<file path="config.mk">
export PLATFORM = sky130hd
export DESIGN_NAME = hcs_top
export DESIGN_NICKNAME = d
export VERILOG_FILES = /design/src/hw/hcs_pkg.sv /design/src/hw/hcs_pulse.sv /design/src/hw/hcs_lead.sv /design/src/hw/hcs_top.sv
export SDC_FILE = /design/constraint.sdc
export NUM_CORES = 1
export LEC_CHECK = 0
export ABC_AREA = 1
export BUFFER_PORTS_ARGS = -buffer_cell sky130_fd_sc_hd__buf_2
export CAP_MARGIN = 20
export CORE_MARGIN = 10
export CORE_UTILIZATION = 48
export DETAILED_ROUTE_END_ITERATION = 16
export PLACE_DENSITY = 0.78
export RECOVER_POWER = 100
export SYNTH_ARGS = -nofsm -noshare
export SYNTH_HDL_FRONTEND = slang
export SYNTH_SLANG_ARGS = --single-unit
</file>
<file path="constraint.sdc">
create_clock -name CLK -period 1.8 [get_ports CLK]
set_input_delay 0.27 -clock CLK [delete_from_list [all_inputs] [get_ports CLK]]
set_output_delay 0.27 -clock CLK [all_outputs]
set_load 0.01 [all_outputs]
</file>
<file path="src/hw/hcs_pkg.sv">
/*
 Package for the terminal host control/status pin block: timing counts,
 event carrier structs and the host access decode enum.
 Assumes a 200 MHz core clock; no other dependencies.
*/
package hcs_pkg;

   localparam int CLK_PERIOD_PS     = 5000;
   localparam int STROBE_NS         = 500;
   localparam int STROBE_CYC        = (STROBE_NS * 1000) / CLK_PERIOD_PS;
   localparam int FAILSAFE_US       = 760;
   localparam int FAILSAFE_CYC      = (FAILSAFE_US * 1000000) / CLK_PERIOD_PS;
   localparam int LEAD_SHORT_NS     = 2700;
   localparam int LEAD_SHORT_CYC    = (LEAD_SHORT_NS * 1000 + CLK_PERIOD_PS - 1) / CLK_PERIOD_PS;
   localparam int LEAD_LONG_NS      = 5700;
   localparam int LEAD_LONG_CYC     = (LEAD_LONG_NS * 1000 + CLK_PERIOD_PS - 1) / CLK_PERIOD_PS;
   localparam int DATA_W            = 16;
   localparam int CTRL_LEAD_BIT     = 12;
   localparam logic [15:0] CTRL_RESET  = 16'h0000;

   typedef enum logic [1:0] {
      HCS_ACC_NONE,
      HCS_ACC_REG,
      HCS_ACC_RAM
   } hcs_acc_e;

   // Command word events from the bus decoder
   typedef struct packed {
      logic cmd_word;     // A command word arrived (valid or not)
      logic cmd_valid;    // It was valid and addressed to us
      logic broadcast;
      logic transmit;
      logic rt_to_rt;
   } hcs_cmd_s;

   // Message progress events from the terminal sequencer
   typedef struct packed {
      logic seq_error;
      logic msg_done;     // Message received correctly, status about to go out
      logic msg_end;      // Message fully processed
      logic ram_need;     // Sequencer will need RAM after the lead time
      logic ram_last;     // Final RAM access of the command completes
   } hcs_seq_s;

endpackage : hcs_pkg

</file>
<file path="src/hw/hcs_pulse.sv">
/*
 Retriggerable low-going pulse timer with early abort.
 Assumes synchronous start/abort inputs on the core clock.
*/
`timescale 1ns/1ps
module hcs_pulse #(
   parameter int LEN = 100
) (
   input  wire logic clk,
   input  wire logic rst_b,
   input  wire logic start,
   input  wire logic abort,
   output logic      pulse_n
);
   localparam int CW = $clog2(LEN + 1);
   logic [CW-1:0] cnt_q;

   always_ff @(posedge clk or negedge rst_b) begin
      if (!rst_b) begin
         cnt_q   <= '0;
         pulse_n <= 1'b1;
      end else if (abort) begin
         cnt_q   <= '0;
         pulse_n <= 1'b1;
      end else if (start) begin
         cnt_q   <= CW'(LEN - 1);
         pulse_n <= 1'b0;
      end else if (cnt_q != '0) begin
         cnt_q   <= cnt_q - 1'b1;
      end else begin
         pulse_n <= 1'b1;
      end
   end
endmodule : hcs_pulse

</file>
<file path="src/hw/hcs_lead.sv">
/*
 RAM busy lead timer: once a RAM need is announced, counts the selected
 lead time and then reports the RAM as granted to the sequencer.
 Assumes lead counts given in core clock cycles.
*/
`timescale 1ns/1ps
module hcs_lead #(
   parameter int SHORT_CYC = 540,
   parameter int LONG_CYC  = 1140
) (
   input  wire logic clk,
   input  wire logic rst_b,
   input  wire logic need,
   input  wire logic long_sel,
   input  wire logic release_ram,
   output logic      busy,
   output logic      granted
);
   localparam int CW = $clog2(LONG_CYC + 1);
   logic [CW-1:0] cnt_q;

   always_ff @(posedge clk or negedge rst_b) begin
      if (!rst_b) begin
         cnt_q   <= '0;
         busy    <= 1'b0;
         granted <= 1'b0;
      end else if (release_ram) begin
         cnt_q   <= '0;
         busy    <= 1'b0;
         granted <= 1'b0;
      end else if (need && !busy) begin
         busy    <= 1'b1;
         // Load one short so the grant lands exactly the lead time after busy
         cnt_q   <= long_sel ? CW'(LONG_CYC - 1) : CW'(SHORT_CYC - 1);
      end else if (busy && cnt_q != '0) begin
         cnt_q   <= cnt_q - 1'b1;
      end else if (busy) begin
         granted <= 1'b1;
      end
   end
endmodule : hcs_lead

</file>
<file path="src/hw/hcs_top.sv">
/*
 Host control inputs and status outputs of a serial-bus remote terminal.
 Assumes host pins already synchronous to CLK; decoder and sequencer
 events arrive as one-cycle pulses in the package structs.
*/
`timescale 1ns/1ps
module hcs_top #(
   parameter int FAILSAFE_CYC = hcs_pkg::FAILSAFE_CYC
) (
   input  wire logic                          CLK,
   input  wire logic                          RST_B,
   input  wire logic                          CHIP_SELECT_N,
   input  wire logic                          READ_WRITE,
   input  wire logic                          REG_ACCESS_N,
   input  wire logic                          OUTPUT_ENABLE_N,
   input  wire logic                          ILLEGAL_COMMAND_FLAG,
   input  wire logic [hcs_pkg::DATA_W-1:0]    DATA_IN,
   output logic      [hcs_pkg::DATA_W-1:0]    DATA_OUT,
   output logic                               DATA_OE,
   input  wire logic [hcs_pkg::DATA_W-1:0]    RAM_RDATA,
   output logic                               RAM_HOST_WE,
   output logic                               RAM_HOST_RE,
   input  wire hcs_pkg::hcs_cmd_s             CMD_EVT,
   input  wire hcs_pkg::hcs_seq_s             SEQ_EVT,
   output logic                               RAM_GRANT,
   input  wire logic                          TX_WORD_VALID,
   input  wire logic [hcs_pkg::DATA_W-1:0]    TX_WORD,
   input  wire logic                          LOOP_WORD_VALID,
   input  wire logic [hcs_pkg::DATA_W-1:0]    LOOP_WORD,
   output logic      [hcs_pkg::DATA_W-1:0]    CONTROL_REG,
   output logic                               CMD_ILLEGAL,
   output logic                               MESSAGE_ERROR_OUT,
   output logic                               LOOPBACK_ERROR_OUT,
   output logic                               FAILSAFE_TIMER_N,
   output logic                               COMMAND_STROBE_N,
   output logic                               TERMINAL_ACTIVE_N,
   output logic                               BROADCAST_N,
   output logic                               TRANSMIT_RECEIVE,
   output logic                               TERMINAL_TO_TERMINAL,
   output logic                               VALID_MESSAGE,
   output logic                               RAM_BUSY
);

   function automatic hcs_pkg::hcs_acc_e decode_access(input logic cs_n, input logic reg_n);
      if (cs_n)
         return hcs_pkg::HCS_ACC_NONE;
      else if (!reg_n)
         return hcs_pkg::HCS_ACC_REG;
      else
         return hcs_pkg::HCS_ACC_RAM;
   endfunction : decode_access

   hcs_pkg::hcs_acc_e acc;
   logic [hcs_pkg::DATA_W-1:0] tx_hold_q;
   logic            tx_pend_q;
   logic            message_error_out_q;
   logic            illegal_q;
   logic            valid_cmd;
   logic            strobe_n;
   logic            strobe_fall;
   logic            strobe_prev_q;
   logic            fs_n;
   logic            lead_busy;
   logic            lead_grant;
   logic            active_q;
   logic            valid_message_rise;

   assign acc = decode_access(CHIP_SELECT_N, REG_ACCESS_N);

   // Host-flagged illegal command turns a decoded valid command into an error
   assign valid_cmd = CMD_EVT.cmd_valid && !ILLEGAL_COMMAND_FLAG;

   // Control register write and status read path
   always_ff @(posedge CLK or negedge RST_B) begin
      if (!RST_B) begin
         CONTROL_REG <= hcs_pkg::CTRL_RESET;
      end else if (acc == hcs_pkg::HCS_ACC_REG && !READ_WRITE) begin
         CONTROL_REG <= DATA_IN;
      end
   end

   // Status word: low bits hold the status flags, active high, for the host
   always_ff @(posedge CLK or negedge RST_B) begin
      if (!RST_B) begin
         DATA_OUT <= '0;
         DATA_OE  <= 1'b0;
      end else begin
         DATA_OE <= !OUTPUT_ENABLE_N && acc != hcs_pkg::HCS_ACC_NONE && READ_WRITE;
         case (acc)
            hcs_pkg::HCS_ACC_REG: begin
               DATA_OUT <= {8'h00, RAM_BUSY, VALID_MESSAGE, TERMINAL_TO_TERMINAL,
                            TRANSMIT_RECEIVE, !BROADCAST_N, !TERMINAL_ACTIVE_N,
                            LOOPBACK_ERROR_OUT, message_error_out_q};
            end
            hcs_pkg::HCS_ACC_RAM: begin
               DATA_OUT <= RAM_RDATA;
            end
            default: begin
               DATA_OUT <= DATA_OUT;
            end
         endcase
      end
   end

   // Host RAM strobes; the host itself keeps clear of a busy RAM
   always_ff @(posedge CLK or negedge RST_B) begin
      if (!RST_B) begin
         RAM_HOST_WE <= 1'b0;
         RAM_HOST_RE <= 1'b0;
      end else begin
         RAM_HOST_WE <= acc == hcs_pkg::HCS_ACC_RAM && !READ_WRITE;
         RAM_HOST_RE <= acc == hcs_pkg::HCS_ACC_RAM && READ_WRITE;
      end
   end

   // Message error: set on illegal or sequence error, cleared by valid command
   always_ff @(posedge CLK or negedge RST_B) begin
      if (!RST_B) begin
         message_error_out_q    <= 1'b0;
         illegal_q <= 1'b0;
      end else begin
         illegal_q <= CMD_EVT.cmd_valid && ILLEGAL_COMMAND_FLAG;
         if ((CMD_EVT.cmd_valid && ILLEGAL_COMMAND_FLAG) || SEQ_EVT.seq_error)
            message_error_out_q <= 1'b1;
         else if (valid_cmd)
            message_error_out_q <= 1'b0;
      end
   end

   always_ff @(posedge CLK or negedge RST_B) begin
      if (!RST_B) begin
         MESSAGE_ERROR_OUT <= 1'b0;
         CMD_ILLEGAL       <= 1'b0;
      end else begin
         MESSAGE_ERROR_OUT <= message_error_out_q;
         CMD_ILLEGAL       <= illegal_q;
      end
   end

   // Loop-back compare: the transmitted word is held until its echo returns
   always_ff @(posedge CLK or negedge RST_B) begin
      if (!RST_B) begin
         tx_hold_q <= '0;
         tx_pend_q <= 1'b0;
      end else if (TX_WORD_VALID) begin
         tx_hold_q <= TX_WORD;
         tx_pend_q <= 1'b1;
      end else if (LOOP_WORD_VALID) begin
         tx_pend_q <= 1'b0;
      end
   end

   // A mismatch in the strobe's own cycle still sets the flag
   always_ff @(posedge CLK or negedge RST_B) begin
      if (!RST_B) begin
         LOOPBACK_ERROR_OUT <= 1'b0;
      end else if (LOOP_WORD_VALID && tx_pend_q && LOOP_WORD != tx_hold_q) begin
         LOOPBACK_ERROR_OUT <= 1'b1;
      end else if (strobe_fall) begin
         LOOPBACK_ERROR_OUT <= 1'b0;
      end
   end

   hcs_pulse #(
      .LEN (hcs_pkg::STROBE_CYC)
   ) u_strobe (
      .clk     (CLK),
      .rst_b   (RST_B),
      .start   (valid_cmd),
      .abort   (1'b0),
      .pulse_n (strobe_n)
   );

   always_ff @(posedge CLK or negedge RST_B) begin
      if (!RST_B) begin
         strobe_prev_q    <= 1'b1;
         COMMAND_STROBE_N <= 1'b1;
      end else begin
         strobe_prev_q    <= strobe_n;
         COMMAND_STROBE_N <= strobe_n;
      end
   end

   assign strobe_fall = strobe_prev_q && !strobe_n;

   // Valid message: set before status transmit, cleared by next command word
   always_ff @(posedge CLK or negedge RST_B) begin
      if (!RST_B) begin
         VALID_MESSAGE <= 1'b0;
      end else if (CMD_EVT.cmd_word) begin
         VALID_MESSAGE <= 1'b0;
      end else if (SEQ_EVT.msg_done && !message_error_out_q) begin
         VALID_MESSAGE <= 1'b1;
      end
   end

   assign valid_message_rise = SEQ_EVT.msg_done && !message_error_out_q && !CMD_EVT.cmd_word && !VALID_MESSAGE;

   hcs_pulse #(
      .LEN (FAILSAFE_CYC)
   ) u_failsafe (
      .clk     (CLK),
      .rst_b   (RST_B),
      .start   (valid_message_rise),
      .abort   (!strobe_n),
      .pulse_n (fs_n)
   );

   always_ff @(posedge CLK or negedge RST_B) begin
      if (!RST_B) begin
         FAILSAFE_TIMER_N <= 1'b1;
      end else begin
         FAILSAFE_TIMER_N <= fs_n;
      end
   end

   // Command attributes latched on each valid command; terminal-to-terminal clears at message end or next command word
   always_ff @(posedge CLK or negedge RST_B) begin
      if (!RST_B) begin
         BROADCAST_N      <= 1'b1;
         TRANSMIT_RECEIVE <= 1'b0;
      end else if (valid_cmd) begin
         BROADCAST_N      <= !CMD_EVT.broadcast;
         TRANSMIT_RECEIVE <= CMD_EVT.transmit;
      end
   end

   always_ff @(posedge CLK or negedge RST_B) begin
      if (!RST_B) begin
         TERMINAL_TO_TERMINAL <= 1'b0;
      end else if (valid_cmd) begin
         TERMINAL_TO_TERMINAL <= CMD_EVT.rt_to_rt;
      end else if (SEQ_EVT.msg_end || CMD_EVT.cmd_word) begin
         TERMINAL_TO_TERMINAL <= 1'b0;
      end
   end

   // Busy rises the selected lead time before the grant to the sequencer
   hcs_lead #(
      .SHORT_CYC (hcs_pkg::LEAD_SHORT_CYC),
      .LONG_CYC  (hcs_pkg::LEAD_LONG_CYC)
   ) u_lead (
      .clk         (CLK),
      .rst_b       (RST_B),
      .need        (SEQ_EVT.ram_need),
      .long_sel    (CONTROL_REG[hcs_pkg::CTRL_LEAD_BIT]),
      .release_ram (SEQ_EVT.ram_last),
      .busy        (lead_busy),
      .granted     (lead_grant)
   );

   always_ff @(posedge CLK or negedge RST_B) begin
      if (!RST_B) begin
         RAM_BUSY  <= 1'b0;
         RAM_GRANT <= 1'b0;
      end else begin
         RAM_BUSY  <= lead_busy && !SEQ_EVT.ram_last;
         RAM_GRANT <= lead_grant && !SEQ_EVT.ram_last;
      end
   end

   // Terminal active spans first to last RAM access of the command
   always_ff @(posedge CLK or negedge RST_B) begin
      if (!RST_B) begin
         active_q          <= 1'b0;
         TERMINAL_ACTIVE_N <= 1'b1;
      end else begin
         if (SEQ_EVT.ram_last)
            active_q <= 1'b0;
         else if (lead_grant)
            active_q <= 1'b1;
         TERMINAL_ACTIVE_N <= !(active_q && !SEQ_EVT.ram_last);
      end
   end

endmodule : hcs_top

</file>
==> metrics.csv <==
stage,metric,value,unit
global_route,gr ovfl total,0,
cts,# clock sinks,107,
worst_hold_path,hold crit path type,input port to flip-flop,
worst_setup_path,RR Startpoint,u_failsafe.cnt_q[0],
synth,Post-Syn Instances,586,
synth,register area share after synthesis,52.2,%
place,I/O Buffers,129,
detailed_routing,detailed-route DRC error count,0,
global_route,vias in the first global route,4271,
global_route,Total GRT Usage,16.3,%
synth,Synth area leaders,"dfrtp_1 49%, nand2_1 12%, inv_1 4.7%, nor2_1 4.1%, dfstp_2 3.1%",
detailed_routing,wire per inst,14.4,um
sta,endpoints failing setup,0,
worst_hold_path,hold path depth,2,
worst_setup_path,most frequent CP cell,nand2_1,
detailed_routing,Final ANT Viol Nets,0,
detailed_routing,initial drt markers,240,
floorplan,DIE AREA,15200,sq um
synth,top-area cell type share of the netlist area,49.2,%
worst_setup_path,crit path cell chain,inv_1 > ha_1 > nand2_2 > nor2_4 > nand3_2 > nand2_4 > inv_2 > nand2_1 > nand2_1,
place,dpl hpwl,9.58,mm
synth,syn nets,674,
synth,"area leader, netlist",dfrtp_1,
worst_setup_path,CP Max Fanout,10,
floorplan,Core Area,10400,sq um
sta,setup TNS,0,ns
pwr,Pwr Total,5560,uW
finish,synth-to-layout area growth,17.9,%
synth,Yosys warning count,0,
sta,Fin Clk Skew,0.0213,ns
cts,Max Root-Sink Buffers,2,
synth,Mean Syn Cell Area,8.77,sq um
pwr,worst vdd ir,0.000447,V
synth,Post-Synth XOR/XNOR Area,3.75,%
global_route,largest net degree at the start of global routing,45,
synth,post-synthesis cell type count,35,
pwr,leakage,0.00323,uW
worst_setup_path,crit path DAT,1.92,ns
synth,Mapped Area,5140,sq um
cts,insertion delay to the later sink of the worst-skew pair,0.38,ns
sta,fin crit period,1.66,ns
sta,Tightest Pin Transition,0.860,ns
synth,Synth Register Bits,107,
floorplan,initial core utilization,49.6,%
floorplan,I/O Pins,130,
finish,Final Core Density,58.4,%
finish,fin nets,809,
sta,Max Fclk,601,MHz
place,Placer Congestion,0.889,
sta,final hold violations,0,
worst_setup_path,flop-to-flop setup slack,0.14,ns
synth,Simple-Gate Fraction of Synth Area,25.0,%
worst_setup_path,startpoint types,flip-flop,
global_route,initial antenna violation count,0,
synth,mux cell area share after synthesis,3.87,%
detailed_routing,"wirelength, routed",12.4,mm
cts,CTS Buf Count,9,
cts,Root Buffer,clkbuf_8,
worst_setup_path,Worst R2R Path Depth,9,
detailed_routing,vias per cell,4.91,
finish,antenna diode count,0,
floorplan,FP Rows,37,
worst_hold_path,Hold Path Sink,RAM_HOST_WE,
sta,Max Slew Vio Count,0,
synth,largest family of logic cells by synthesized area,simple AND/OR/NAND/NOR gates,
cts,clock-pin slew on the worst setup and hold paths,0.11,ns
floorplan,die width,123,um
finish,layout cells sized above 1,19.8,%
flow_run,max_cap viols,0,
worst_setup_path,slowest CP cell,dfrtp_1,
worst_setup_path,Critical Path Sink Type,flip-flop,
cts,CTS tree,built,
worst_setup_path,"Req. time, crit path",2.05,ns
worst_setup_path,Crit path largest cell delay,0.42,ns
floorplan,Die H,123,um
global_route,global-route wire length before repair,20.2,mm
sta,setup repair after global routing missed its margin,no,
sta,fin crit share,92.4,%
synth,Compound-Gate Fraction of Synth Area,7.45,%
sta,relative slew slack,42.7,%
detailed_routing,DRT Pass-1 Iters,4,
worst_setup_path,Crit Path Class,flip-flop to flip-flop,
cts,setup bufs post-CTS,0,
detailed_routing,vias,4236,
pwr,PwrDens,918,nW/um^2
worst_hold_path,min-delay src,READ_WRITE,
cts,H-Tree Depth,3,
worst_setup_path,FF-to-FF End,u_failsafe.cnt_q[12],
synth,adder-cell share of the synthesized area,1.22,%
run_status,run status,finished clean,
## metal layers
layer / GRT usage, % / vias up / wire, um
li1: - / 2120 / -
met1: 20.5 / 1995 / 5190
met2: 27.0 / 98 / 6360
met3: 3.10 / 23 / 606
met4: 6.55 / 0 / 256
met5: 0 / - / 0
## through the flow
stage / std cells / hold slack [ns] / worst slack, ns / cell area [sq um]
global placement: 844 / 0.229 / 0.210 / 5940
global route: 862 / 0.0510 / 0.0241 / 6060
finish: 862 / 0.0563 / 0.136 / 6060
CTS: 861 / 0.00811 / 0.151 / 6170
detailed placement: 844 / 0.235 / 0.149 / 5940
floorplan: 586 / -0.0256 / 0.310 / 5140
## synthesized netlist by cell type (all sizes together)
cell / instances
nand3: 33
o211ai: 3
mux2: 15
buf: 5
o22ai: 1
dfrtp: 101
clkbuf: 5
o21ai: 33
dfstp: 6
a22o: 9
nand4: 5
and2: 1
a21oi: 16
nor2: 68
xnor2: 8
a22oi: 2
nand2: 176
nor3: 9
inv: 71
xor2: 14
ha: 5
## cell type report
cell class | instances | area [sq um]
Clock inverter | 7 | 103
Sequential cell | 107 | 2690
Multi-Input combinational cell | 398 | 2070
Timing Repair Buffer | 134 | 642
Tap cell | 136 | 170
Clock buffer | 9 | 124
Fill cell | 980 | 4310
Inverter | 71 | 267
## cells in the final DEF (no fill, tap or decap), types with 3 or more instances in the layout
cell type  instances
o211ai_1           3
a22o_1             9
inv_2              7
dfstp_1            4
clkbuf_1          47
nand2_1          168
xnor2_1            8
buf_2             81
nand4_1            5
nand3_1           31
xor2_1            14
ha_1               5
inv_1             64
nor2_4             3
nor2_2             8
nor3_1             6
dfrtp_1          101
mux2_2             7
nand2_2            6
a21oi_1           15
nor2_1            57
clkbuf_8           9
o21ai_0           32
mux2_1             7
## power breakdown
part / internal, uW / switching [uW] / total, uW
sequential: 2660 / 183 / 2840
combinational: 431 / 655 / 1090
clock: 697 / 940 / 1640
## critical path: cells and delay by family (launching register included)
family        cells  cell delay [ns]
flops             1             0.42
buf+inv           2             0.23
fa+ha+maj         1             0.24
simple gates      6             0.66
## registers in the layout, indices dropped and copies added (netlist names), 7 cells and up
register / count
u_lead.cnt_q: 11
tx_hold_q: 16
CONTROL_REG: 16
DATA_OUT: 16
u_failsafe.cnt_q: 18
u_strobe.cnt_q: 7
## how the worst max path moves through the flow
stage	start	endpoint	slack [ns]	depth (start not counted)
after floorplan	u_lead.cnt_q[0]	u_lead.cnt_q[6]	0.31	10
after global placement	u_lead.cnt_q[0]	u_lead.cnt_q[6]	0.21	9
after detailed placement	u_lead.cnt_q[0]	u_lead.cnt_q[6]	0.15	9
after CTS	u_lead.cnt_q[0]	u_lead.cnt_q[5]	0.15	9
after global routing	u_failsafe.cnt_q[0]	u_failsafe.cnt_q[0]	0.02	9
final	u_failsafe.cnt_q[0]	u_failsafe.cnt_q[12]	0.14	9
## cells by family after synthesis
kind of cell	count (synthesis)
xor+xnor	22
mux	15
compound gates	64
simple gates	292
fa+ha+maj	5
flops	107
buf+inv	81
## timing repair
action                                 CTS  global route
gates resized for setup                  0             2
hold buffers                             1             1
endpoints found under the hold margin   28             1
setup endpoints to repair                0             6
(Power assumes the default switching activity.)
